### config.mk
export PLATFORM = sky130hd
export DESIGN_NAME = acw_top
export DESIGN_NICKNAME = d
export VERILOG_FILES = /design/src/pkg/acw_pkg.sv /design/src/hw/acw_top.sv
export SDC_FILE = /design/constraint.sdc
export NUM_CORES = 1
export LEC_CHECK = 0
export ABC_AREA = 1
export BUFFER_PORTS_ARGS = -buffer_cell sky130_fd_sc_hd__buf_2
export CORE_MARGIN = 2
export CORE_UTILIZATION = 44
export CTS_CLUSTER_SIZE = 8
export DETAILED_ROUTE_END_ITERATION = 8
export PLACE_DENSITY = 0.77
export SLEW_MARGIN = 20
export SYNTH_ARGS = -nofsm -noshare
export SYNTH_HDL_FRONTEND = slang
export SYNTH_SLANG_ARGS = --single-unit
### constraint.sdc
create_clock -name core_clk_in -period 2.3 [get_ports core_clk_in]
set_input_delay 0.23 -clock core_clk_in [delete_from_list [all_inputs] [get_ports core_clk_in]]
set_output_delay 0.23 -clock core_clk_in [all_outputs]
set_load 0.02 [all_outputs]
### src/pkg/acw_pkg.sv
package acw_pkg;
  // ==========================================================================
  // register byte offsets
  localparam logic [7:0] OFS_MODE1    = 8'h00;
  localparam logic [7:0] OFS_MODE2    = 8'h04;
  localparam logic [7:0] OFS_UPPER    = 8'h08;
  localparam logic [7:0] OFS_LOWER    = 8'h0c;
  localparam logic [7:0] OFS_CHSEL    = 8'h10;
  localparam logic [7:0] OFS_IRQ_FLAG = 8'h14;
  localparam logic [7:0] OFS_IRQ_MASK = 8'h18;
  localparam logic [7:0] OFS_RESULT   = 8'h1c;
  localparam logic [7:0] OFS_STATUS   = 8'h20;

  // ==========================================================================
  // reset values
  localparam logic [7:0] RST_MODE1    = 8'h00;
  localparam logic [7:0] RST_MODE2    = 8'h00;
  localparam logic [7:0] RST_UPPER    = 8'hff;
  localparam logic [7:0] RST_LOWER    = 8'h00;
  localparam logic [7:0] RST_CHSEL    = 8'h00;
  localparam logic [7:0] RST_IRQ_MASK = 8'h01;

  // ==========================================================================
  // field positions and write masks
  localparam int TRIG_SEL_LO  = 0;
  localparam int CONV_MODE    = 5;
  localparam int TRIG_MODE_LO = 6;
  localparam int TRIG_MODE_HI = 7;
  localparam int RES_SEL      = 0;
  localparam int LP_WAIT      = 2;
  localparam int RANGE_POL    = 3;
  localparam int NEG_REF      = 5;
  localparam int POS_REF_LO   = 6;
  localparam int INT_SRC      = 7;
  localparam logic [7:0] MASK_MODE1 = 8'he3;
  localparam logic [7:0] MASK_MODE2 = 8'hed;
  localparam logic [7:0] MASK_CHSEL = 8'h9f;

  // ==========================================================================
  // status bits
  localparam int ST_BUSY      = 0;
  localparam int ST_ILLEGAL   = 1;

  // ==========================================================================
  // analog input routing
  localparam logic [4:0] CH_AMP_OUT = 5'h17;
  localparam logic [4:0] CH_TEMP    = 5'h00;
  localparam logic [4:0] CH_VREF    = 5'h01;

  // ==========================================================================
  // timing
  localparam int CLK_MHZ        = 250;
  localparam int CONV_TIME_NS   = 200;
  localparam int CONV_CYCLES    = (CONV_TIME_NS * CLK_MHZ + 999) / 1000;

  typedef enum logic [1:0] {
    ACW_TRIG_TIMER,
    ACW_TRIG_EVENT,
    ACW_TRIG_CALENDAR,
    ACW_TRIG_INTERVAL
  } acw_trig_src_e;
endpackage

### src/hw/acw_top.sv
// Function
// - the two-bit hardware trigger select picks timer, event link, calendar clock or interval timer.
// - the positive reference select picks supply, external pin or internal 1.45 V; 11 is prohibited.
// - the negative reference bit ties low reference to ground at 0 and to the external pin at 1.
// - range-check 0 raises the end interrupt only when lower <= result <= upper.
// - range-check 1 raises the end interrupt only when result < lower or result > upper.
// - the low-power wait bit enables standby-triggered conversion when 1.
// - the resolution bit gives 10-bit results at 0 and 8-bit results at 1.
// - separate writable 8-bit upper and lower limit registers bound each result.
// - the channel code decodes to inputs 0-3, 16-22, amplifier output, temp sensor, vref.
// - the request flag reads 1 while pending; the mask blocks servicing at 1.
// - the conversion mode bit gives repeated conversion at 0 and one-shot at 1.
// - trigger mode upper bit 0 is software, 10 hardware no-wait, 11 hardware with wait.
//
// Implementation choices: the address map and the AXI4-Lite register port.
module acw_top (
  input  wire logic        core_clk_in,
  input  wire logic        rst_n_in,
  input  wire logic [7:0]  s_axi_awaddr_in,
  input  wire logic        s_axi_awvalid_in,
  output logic             s_axi_awready_out,
  input  wire logic [31:0] s_axi_wdata_in,
  input  wire logic [3:0]  s_axi_wstrb_in,
  input  wire logic        s_axi_wvalid_in,
  output logic             s_axi_wready_out,
  output logic [1:0]       s_axi_bresp_out,
  output logic             s_axi_bvalid_out,
  input  wire logic        s_axi_bready_in,
  input  wire logic [7:0]  s_axi_araddr_in,
  input  wire logic        s_axi_arvalid_in,
  output logic             s_axi_arready_out,
  output logic [31:0]      s_axi_rdata_out,
  output logic [1:0]       s_axi_rresp_out,
  output logic             s_axi_rvalid_out,
  input  wire logic        s_axi_rready_in,
  input  wire logic        timer_channel_interrupt_in,
  input  wire logic        event_link_block_in,
  input  wire logic        calendar_clock_interrupt_in,
  input  wire logic        interval_timer_interrupt_in,
  input  wire logic        standby_conversion_mode_in,
  input  wire logic [9:0]  conversion_result_in,
  output logic [1:0]       pos_reference_sel_out,
  output logic             neg_reference_sel_out,
  output logic [4:0]       analog_input_index_out,
  output logic [1:0]       analog_input_kind_out,
  output logic             conversion_start_out,
  output logic             resolution_8bit_out,
  output logic             irq_out
);
  // ==========================================================================
  // input synchronisers (triggers come from other blocks' pins or domains)
  logic [3:0] trig_s1_q, trig_s2_q, trig_s3_q;
  logic       sby_s1_q, sby_s2_q;
  logic [3:0] trig_s1_d;

  always_comb begin
    trig_s1_d = {interval_timer_interrupt_in, calendar_clock_interrupt_in,
                 event_link_block_in, timer_channel_interrupt_in};
  end

  always_ff @(posedge core_clk_in) begin
    if (!rst_n_in) begin
      trig_s1_q <= 4'h0;
      trig_s2_q <= 4'h0;
      trig_s3_q <= 4'h0;
      sby_s1_q  <= 1'b0;
      sby_s2_q  <= 1'b0;
    end else begin
      trig_s1_q <= trig_s1_d;
      trig_s2_q <= trig_s1_q;
      trig_s3_q <= trig_s2_q;
      sby_s1_q  <= standby_conversion_mode_in;
      sby_s2_q  <= sby_s1_q;
    end
  end

  // ==========================================================================
  // register file and axi4-lite slave
  logic [7:0]  mode1_q, mode2_q, upper_q, lower_q, chsel_q, mask_q;
  logic [7:0]  mode1_d, mode2_d, upper_d, lower_d, chsel_d, mask_d;
  logic [7:0]  awaddr_q, awaddr_d, wbyte_q, wbyte_d;
  logic        flag_q, flag_d, wstrb0_q, wstrb0_d;
  logic        aw_hold_q, w_hold_q, bvalid_q, rvalid_q;
  logic        aw_hold_d, w_hold_d, bvalid_d, rvalid_d;
  logic [1:0]  bresp_q, bresp_d, rresp_q, rresp_d;
  logic [31:0] rdata_q, rdata_d;
  logic        soft_start_q, soft_start_d;
  logic        wr_fire, event_set, ar_take, illegal_cfg;
  logic [9:0]  result_q;
  logic        busy_q;

  always_comb begin
    wr_fire      = aw_hold_q && w_hold_q && !bvalid_q;
    ar_take      = s_axi_arvalid_in && !rvalid_q;
    aw_hold_d    = aw_hold_q;
    w_hold_d     = w_hold_q;
    awaddr_d     = awaddr_q;
    wbyte_d      = wbyte_q;
    wstrb0_d     = wstrb0_q;
    bvalid_d     = bvalid_q;
    bresp_d      = bresp_q;
    rvalid_d     = rvalid_q;
    rresp_d      = rresp_q;
    rdata_d      = rdata_q;
    mode1_d      = mode1_q;
    mode2_d      = mode2_q;
    upper_d      = upper_q;
    lower_d      = lower_q;
    chsel_d      = chsel_q;
    mask_d       = mask_q;
    flag_d       = flag_q;
    soft_start_d = 1'b0;
    if (s_axi_awvalid_in && !aw_hold_q) begin
      aw_hold_d = 1'b1;
      awaddr_d  = s_axi_awaddr_in;
    end
    if (s_axi_wvalid_in && !w_hold_q) begin
      w_hold_d = 1'b1;
      wbyte_d  = s_axi_wdata_in[7:0];
      wstrb0_d = s_axi_wstrb_in[0];
    end
    if (wr_fire) begin
      aw_hold_d = 1'b0;
      w_hold_d  = 1'b0;
      bvalid_d  = 1'b1;
      bresp_d   = 2'b00;
      if (wstrb0_q) begin
        unique case ({awaddr_q[7:2], 2'b00})
          acw_pkg::OFS_MODE1: begin
            mode1_d = wbyte_q & acw_pkg::MASK_MODE1;
            // writing with trigger mode upper bit 0 starts a software conversion
            soft_start_d = !wbyte_q[acw_pkg::TRIG_MODE_HI];
          end
          acw_pkg::OFS_MODE2:    mode2_d = wbyte_q & acw_pkg::MASK_MODE2;
          acw_pkg::OFS_UPPER:    upper_d = wbyte_q;
          acw_pkg::OFS_LOWER:    lower_d = wbyte_q;
          acw_pkg::OFS_CHSEL:    chsel_d = wbyte_q & acw_pkg::MASK_CHSEL;
          acw_pkg::OFS_IRQ_FLAG: flag_d  = flag_q & ~wbyte_q[0];
          acw_pkg::OFS_IRQ_MASK: mask_d  = {7'h00, wbyte_q[0]};
          acw_pkg::OFS_RESULT, acw_pkg::OFS_STATUS: ;
          default:               bresp_d = 2'b10;
        endcase
      end
    end
    if (bvalid_q && s_axi_bready_in) begin
      bvalid_d = 1'b0;
    end
    // a hardware set wins over a same-cycle software clear
    if (event_set) begin
      flag_d = 1'b1;
    end
    if (rvalid_q && s_axi_rready_in) begin
      rvalid_d = 1'b0;
    end
    if (ar_take) begin
      rvalid_d = 1'b1;
      rresp_d  = 2'b00;
      unique case ({s_axi_araddr_in[7:2], 2'b00})
        acw_pkg::OFS_MODE1:    rdata_d = {24'h0, mode1_q};
        acw_pkg::OFS_MODE2:    rdata_d = {24'h0, mode2_q};
        acw_pkg::OFS_UPPER:    rdata_d = {24'h0, upper_q};
        acw_pkg::OFS_LOWER:    rdata_d = {24'h0, lower_q};
        acw_pkg::OFS_CHSEL:    rdata_d = {24'h0, chsel_q};
        acw_pkg::OFS_IRQ_FLAG: rdata_d = {31'h0, flag_q};
        acw_pkg::OFS_IRQ_MASK: rdata_d = {24'h0, mask_q};
        acw_pkg::OFS_RESULT:   rdata_d = {22'h0, result_q};
        acw_pkg::OFS_STATUS:   rdata_d = {30'h0, illegal_cfg, busy_q};
        default: begin
          rdata_d = 32'h0;
          rresp_d = 2'b10;
        end
      endcase
    end
  end

  always_ff @(posedge core_clk_in) begin
    if (!rst_n_in) begin
      aw_hold_q    <= 1'b0;
      w_hold_q     <= 1'b0;
      awaddr_q     <= 8'h00;
      wbyte_q      <= 8'h00;
      wstrb0_q     <= 1'b0;
      bvalid_q     <= 1'b0;
      bresp_q      <= 2'b00;
      rvalid_q     <= 1'b0;
      rresp_q      <= 2'b00;
      rdata_q      <= 32'h0;
      mode1_q      <= acw_pkg::RST_MODE1;
      mode2_q      <= acw_pkg::RST_MODE2;
      upper_q      <= acw_pkg::RST_UPPER;
      lower_q      <= acw_pkg::RST_LOWER;
      chsel_q      <= acw_pkg::RST_CHSEL;
      mask_q       <= acw_pkg::RST_IRQ_MASK;
      flag_q       <= 1'b0;
      soft_start_q <= 1'b0;
    end else begin
      aw_hold_q    <= aw_hold_d;
      w_hold_q     <= w_hold_d;
      awaddr_q     <= awaddr_d;
      wbyte_q      <= wbyte_d;
      wstrb0_q     <= wstrb0_d;
      bvalid_q     <= bvalid_d;
      bresp_q      <= bresp_d;
      rvalid_q     <= rvalid_d;
      rresp_q      <= rresp_d;
      rdata_q      <= rdata_d;
      mode1_q      <= mode1_d;
      mode2_q      <= mode2_d;
      upper_q      <= upper_d;
      lower_q      <= lower_d;
      chsel_q      <= chsel_d;
      mask_q       <= mask_d;
      flag_q       <= flag_d;
      soft_start_q <= soft_start_d;
    end
  end

  // ==========================================================================
  // configuration decode
  logic       hw_trig_edge, trig_hw, trig_wait, one_shot, lp_wait;
  logic [1:0] hw_trigger_select, pos_reference_select, ain_kind;
  logic [4:0] ch_code, ain_idx;
  logic [3:0] trig_rise;

  always_comb begin
    hw_trigger_select    = mode1_q[acw_pkg::TRIG_SEL_LO +: 2];
    trig_hw              = mode1_q[acw_pkg::TRIG_MODE_HI];
    trig_wait            = mode1_q[acw_pkg::TRIG_MODE_LO];
    one_shot             = mode1_q[acw_pkg::CONV_MODE];
    pos_reference_select = mode2_q[acw_pkg::POS_REF_LO +: 2];
    lp_wait              = mode2_q[acw_pkg::LP_WAIT];
    ch_code              = chsel_q[4:0];
    trig_rise            = trig_s2_q & ~trig_s3_q;
    unique case (acw_pkg::acw_trig_src_e'(hw_trigger_select))
      acw_pkg::ACW_TRIG_TIMER:    hw_trig_edge = trig_rise[0];
      acw_pkg::ACW_TRIG_EVENT:    hw_trig_edge = trig_rise[1];
      acw_pkg::ACW_TRIG_CALENDAR: hw_trig_edge = trig_rise[2];
      acw_pkg::ACW_TRIG_INTERVAL: hw_trig_edge = trig_rise[3];
    endcase
    // kind: 0 external pin, 1 amplifier, 2 temperature, 3 internal vref
    ain_idx  = ch_code;
    ain_kind = 2'd0;
    illegal_cfg = (pos_reference_select == 2'b11);
    if (chsel_q[acw_pkg::INT_SRC]) begin
      ain_kind = (ch_code == acw_pkg::CH_TEMP) ? 2'd2 : 2'd3;
      if (ch_code != acw_pkg::CH_TEMP && ch_code != acw_pkg::CH_VREF) begin
        illegal_cfg = 1'b1;
      end
    end else if (ch_code == acw_pkg::CH_AMP_OUT) begin
      ain_kind = 2'd1;
    end else if (ch_code[4] ? (ch_code > 5'h16) : (ch_code > 5'h03)) begin
      illegal_cfg = 1'b1;
    end
  end

  // ==========================================================================
  // conversion sequencer and window compare
  typedef enum {ST_IDLE, ST_WAIT, ST_CONV} acw_state_e;
  acw_state_e state_q, state_d;
  logic [7:0] cnt_q, cnt_d;
  logic       busy_d, start_q, start_d, armed_q, armed_d;
  logic       go, trig_ok, in_win;
  logic [9:0] result_d, res_v, lo_v, hi_v;

  always_comb begin
    // the limits compare against the top eight result bits
    res_v    = mode2_q[acw_pkg::RES_SEL] ? {2'b00, conversion_result_in[9:2]}
                                          : conversion_result_in;
    lo_v     = mode2_q[acw_pkg::RES_SEL] ? {2'b00, lower_q} : {lower_q, 2'b00};
    hi_v     = mode2_q[acw_pkg::RES_SEL] ? {2'b00, upper_q} : {upper_q, 2'b11};
    in_win   = (lo_v <= res_v) && (res_v <= hi_v);
    // standby conversions only run when the low-power wait is enabled
    trig_ok  = hw_trig_edge && (!sby_s2_q || lp_wait);
    go       = trig_hw ? trig_ok : soft_start_q;
    state_d  = state_q;
    cnt_d    = cnt_q;
    result_d = result_q;
    start_d  = 1'b0;
    armed_d  = armed_q;
    event_set = 1'b0;
    unique case (state_q)
      ST_IDLE: begin
        if (go) begin
          // wait mode arms on first trigger, converts on the next one
          if (trig_hw && trig_wait && !armed_q) begin
            armed_d = 1'b1;
          end else begin
            state_d = ST_CONV;
            start_d = 1'b1;
            cnt_d   = 8'(acw_pkg::CONV_CYCLES);
          end
        end
      end
      ST_WAIT: begin
        if (go) begin
          state_d = ST_CONV;
          start_d = 1'b1;
          cnt_d   = 8'(acw_pkg::CONV_CYCLES);
        end
      end
      ST_CONV: begin
        if (cnt_q > 8'h01) begin
          cnt_d = cnt_q - 8'h01;
        end else begin
          result_d  = res_v;
          event_set = mode2_q[acw_pkg::RANGE_POL] ? !in_win : in_win;
          armed_d   = 1'b0;
          // repeated mode keeps converting without a new trigger
          if (one_shot) begin
            state_d = trig_hw ? ST_WAIT : ST_IDLE;
          end else begin
            start_d = 1'b1;
            cnt_d   = 8'(acw_pkg::CONV_CYCLES);
          end
        end
      end
    endcase
    busy_d = (state_d == ST_CONV);
  end

  always_ff @(posedge core_clk_in) begin
    if (!rst_n_in) begin
      state_q  <= ST_IDLE;
      cnt_q    <= 8'h00;
      result_q <= 10'h000;
      busy_q   <= 1'b0;
      start_q  <= 1'b0;
      armed_q  <= 1'b0;
    end else begin
      state_q  <= state_d;
      cnt_q    <= cnt_d;
      result_q <= result_d;
      busy_q   <= busy_d;
      start_q  <= start_d;
      armed_q  <= armed_d;
    end
  end

  // ==========================================================================
  // registered outputs
  logic [1:0] posref_q, kind_q;
  logic [4:0] idx_q;
  logic       negref_q, res8_q, irq_q;

  always_ff @(posedge core_clk_in) begin
    if (!rst_n_in) begin
      posref_q <= 2'b00;
      negref_q <= 1'b0;
      idx_q    <= 5'h00;
      kind_q   <= 2'b00;
      res8_q   <= 1'b0;
      irq_q    <= 1'b0;
    end else begin
      posref_q <= pos_reference_select;
      negref_q <= mode2_q[acw_pkg::NEG_REF];
      idx_q    <= ain_idx;
      kind_q   <= ain_kind;
      res8_q   <= mode2_q[acw_pkg::RES_SEL];
      irq_q    <= flag_d & ~mask_d[0];
    end
  end

  assign s_axi_awready_out      = !aw_hold_q;
  assign s_axi_wready_out       = !w_hold_q;
  assign s_axi_bvalid_out       = bvalid_q;
  assign s_axi_bresp_out        = bresp_q;
  assign s_axi_arready_out      = !rvalid_q;
  assign s_axi_rvalid_out       = rvalid_q;
  assign s_axi_rresp_out        = rresp_q;
  assign s_axi_rdata_out        = rdata_q;
  assign pos_reference_sel_out  = posref_q;
  assign neg_reference_sel_out  = negref_q;
  assign analog_input_index_out = idx_q;
  assign analog_input_kind_out  = kind_q;
  assign conversion_start_out   = start_q;
  assign resolution_8bit_out    = res8_q;
  assign irq_out                = irq_q;
endmodule // acw_top

==> flow_metrics.py <==
metrics = {
    "final_layout": {
        "antenna_cells": 0,
        "drive_above_1_share": 0.197,
        "layout.nets": 1133,
        "num-fill-cells": 1515,
        "syn_to_final_growth_pct": 19.0,
        "layout_common_cells": "nand2_1 (170), dfxtp_1 (145), inv_1 (132), nor2_1 (94), buf_2 (72)",
        "multi_input_area_um2": 3390,
        "final_common_cell": "nand2_1",
        "fin_area_um2": 8370,
        "ff_latch_area_um2": 2930,
    },
    "pwr": {
        "p_leak_nw": 3.96,
        "p_per_area_nw_per_um2": 793,
        "peakVddDrop_v": 0.000547,
    },
    "floorplan": {
        "rows": 46,
        "dieWidth_um": 130,
        "die_h_um": 130,
        "dieArea_um2": 17000,
        "core_um2": 15800,
        "start_util": 0.446,
        "io_pins": 128,
    },
    "grt": {
        "grtUsageMet3": 0.0464,
        "grt_pass1_vias": 5594,
        "use_met1": 0.283,
        "use_met2": 0.309,
        "grt_overflow": 0,
        "grt_pass1_wl_um": 26900,
        "antenna_found_initial": 0,
        "top_usage_layer": "met2",
        "grt_start_max_net_pins": 90,
        "grt_usage": 0.203,
    },
    "logic_synthesis": {
        "yosys_warnings": 0,
        "synth_cells": 949,
        "seq_area_frac_synth": 0.415,
        "async_reset_ff_frac": 0,
        "syn_avg_cell_area_um2": 7.42,
        "ys.flop_type": "dfxtp_1",
        "synth_edf_count": 0,
        "synth-seq-cells": 146,
        "yosysUniqueCellTypes": 44,
        "synth_area_um2": 7040,
    },
    "timing": {
        "finalHoldViolCount": 0,
        "holdWs_ns": 0.0219,
        "relSlewSlack": 0.571,
        "period_share": 0.954,
        "max_clock_freq_ghz": 0.456,
        "slew_viol_final": 0,
        "fin_skew_ns": 0.00706,
        "worst_pin_slew_ns": 0.641,
        "min_period_ns": 2.19,
        "setup_viol": 0,
    },
    "setup_path": {
        "crit_chain": "inv_2 > or2_2 > o21ai_2 > buf_4 > inv_1 > ha_4 > a21oi_2 > o21ai_1 > nand2_1 > nand3_1 > nand2_1 > nand2_1 > nand2_1 > nand3_2 > a21oi_2",
        "rr_endpoint": "irq_out",
        "worstPathRequired_ns": 2.66,
        "crit_arrival_ns": 2.56,
        "critPathMostFrequentCell": "nand2_1",
        "worstSetupPathType": "reg2reg",
        "crit_fanout": 7,
        "rr_worst_depth": 15,
        "crit_path_end_kind": "flip-flop",
        "reg2reg_from": "mode2_q[0]",
        "cp-start-kind": "flip-flop",
        "r2r_setup_slack_ns": 0.11,
        "cpPeakStageDelay_ns": 0.36,
        "slowest_stage": "dfxtp_4",
    },
    "clock_tree": {
        "cts_buffer_depth": 2,
        "clk_latency_ns": 0.43,
        "cts-htree-levels": 4,
        "clock_sinks": 146,
        "clk_pin_slew_ns": 0.06,
        "tritoncts": "yes",
        "cts-buffers-inserted": 17,
        "root_buffer": "clkbuf_16",
    },
    "worst_hold_path": {
        "hold-path-endpoint": "awaddr_q[7]",
        "worst_hold_path_type": "in2reg",
        "whs_path_depth": 3,
        "min-delay-start": "s_axi_awaddr_in[7]",
    },
    "detailed_routing": {
        "wire_per_inst_um": 13.5,
        "drc": 0,
        "via_per_inst": 4.98,
        "ant_nets": 0,
        "drt-initial-drc-count": 594,
        "num_vias": 6301,
        "wl_um": 17200,
        "dr.pass1.iters": 5,
    },
    "placed_design": {
        "portBuffers": 72,
        "dp_hpwl_um": 12300,
        "gp_congestion": 0.945,
        "place_area_um2": 7590,
    },
    "status": {
        "status": "complete, no violations",
    },
    "run": {
        "maxCapViolCount": 0,
    },
}
-- registers in the layout, indices dropped and copies added (netlist names), 5 cells and up --
signal / cells
analog_input_index_out: 5
awaddr_q: 6
chsel_q: 6
cnt_q: 8
lower_q: 8
mode1_q: 5
mode2_q: 6
result_q: 10
s_axi_rdata_out: 10
state_q: 32
upper_q: 8
wbyte_q: 8
-- critical path, delay by kind of cell (launching register included) --
family	cells	cell delay, ns
buffers and inverters	3	0.25
adder cells (fa/ha/maj)	1	0.24
flip-flops	1	0.36
AO/OA/AOI/OAI	4	0.50
AND/OR/NAND/NOR	7	0.80
-- repair_timing --
| item | CTS | global route |
|---|---|---|
| pin swaps | 0 | 11 |
| cloned | 0 | 0 |
| endpoints found under the hold margin | 6 | 0 |
| endpoints found under the setup margin | 2 | 2 |
| buffers inserted | 0 | 4 |
| hold buffers | 6 | 0 |
| resized for setup | 2 | 27 |
-- area by class of cell --
| class | count | area share |
|---|---|---|
| multi-input combinational | 624 | 0.405 |
| sequential | 146 | 0.350 |
| timing repair buffer | 102 | 0.0752 |
| inverter | 146 | 0.0661 |
| clock buffer | 21 | 0.0562 |
| tap | 216 | 0.0323 |
| clock inverter | 11 | 0.0152 |
-- cell usage after synthesis, types with 11 or more instances --
cell type,n,share of area
nand2_1,172,0.092
nand3_1,37,0.026
ha_1,22,0.039
buf_4,27,0.029
nor2_2,11,0.0098
a21oi_1,60,0.043
a211oi_1,26,0.028
inv_1,133,0.071
dfxtp_1,146,0.42
nand4_1,12,0.011
nor2_1,96,0.051
o211ai_1,12,0.013
and3_1,13,0.012
o21ai_0,68,0.048
clkbuf_1,19,0.010
-- layer usage --
metal | up-vias | part of all wire
li1 | 3209 | -
met1 | 2864 | 0.49
met2 | 202 | 0.43
met3 | 26 | 0.058
met4 | 0 | 0.021
met5 | - | 0
-- cell families (layout without fill, tap and decap cells) --
logic type / count (synthesis) / in the layout / share of synthesized area
AND/OR/NAND/NOR: 381 / 381 / 0.248
AO/OA/AOI/OAI: 193 / 193 / 0.165
other: 1 / 24 / 0.000533
multiplexers: 2 / 2 / 0.00284
flip-flops: 146 / 146 / 0.415
adder cells (fa/ha/maj): 22 / 22 / 0.0391
XOR/XNOR: 2 / 2 / 0.00249
buffers and inverters: 202 / 280 / 0.127
-- report_power, final --
group	total, mW	switching (mW)	internal [mW]
registers	2.74	0.0871	2.65
logic	1.13	0.740	0.388
clock network	2.78	1.09	1.69
-- worst max path at each step --
stage | start | end | slack [ns] | depth (start not counted)
floorplan | mode2_q[0] | flag_q | 0.10 | 12
global placement | mode2_q[0] | flag_q | 0.07 | 14
global route | mode2_q[0] | irq_out | -0.06 | 14
finish | mode2_q[0] | irq_out | 0.11 | 15
detailed placement | mode2_q[0] | flag_q | 0.03 | 14
CTS | mode2_q[0] | flag_q | 0.02 | 14
-- metrics by stage --
stage / total power, mW / util / setup slack, ns / TNS, ns / instances
after global routing: 6.94 / 0.531 / -0.0608 / -0.106 / 1266
final: 6.64 / 0.531 / 0.106 / 0 / 1266
after CTS: 6.65 / 0.523 / 0.0219 / 0 / 1262
after floorplan: 3.67 / - / 0.104 / 0 / 972
after global placement: 3.85 / 0.481 / 0.0734 / 0 / 1224
after detailed placement: 3.88 / 0.481 / 0.0320 / 0 / 1224
No activity file was read; power rests on OpenSTA's default activity.
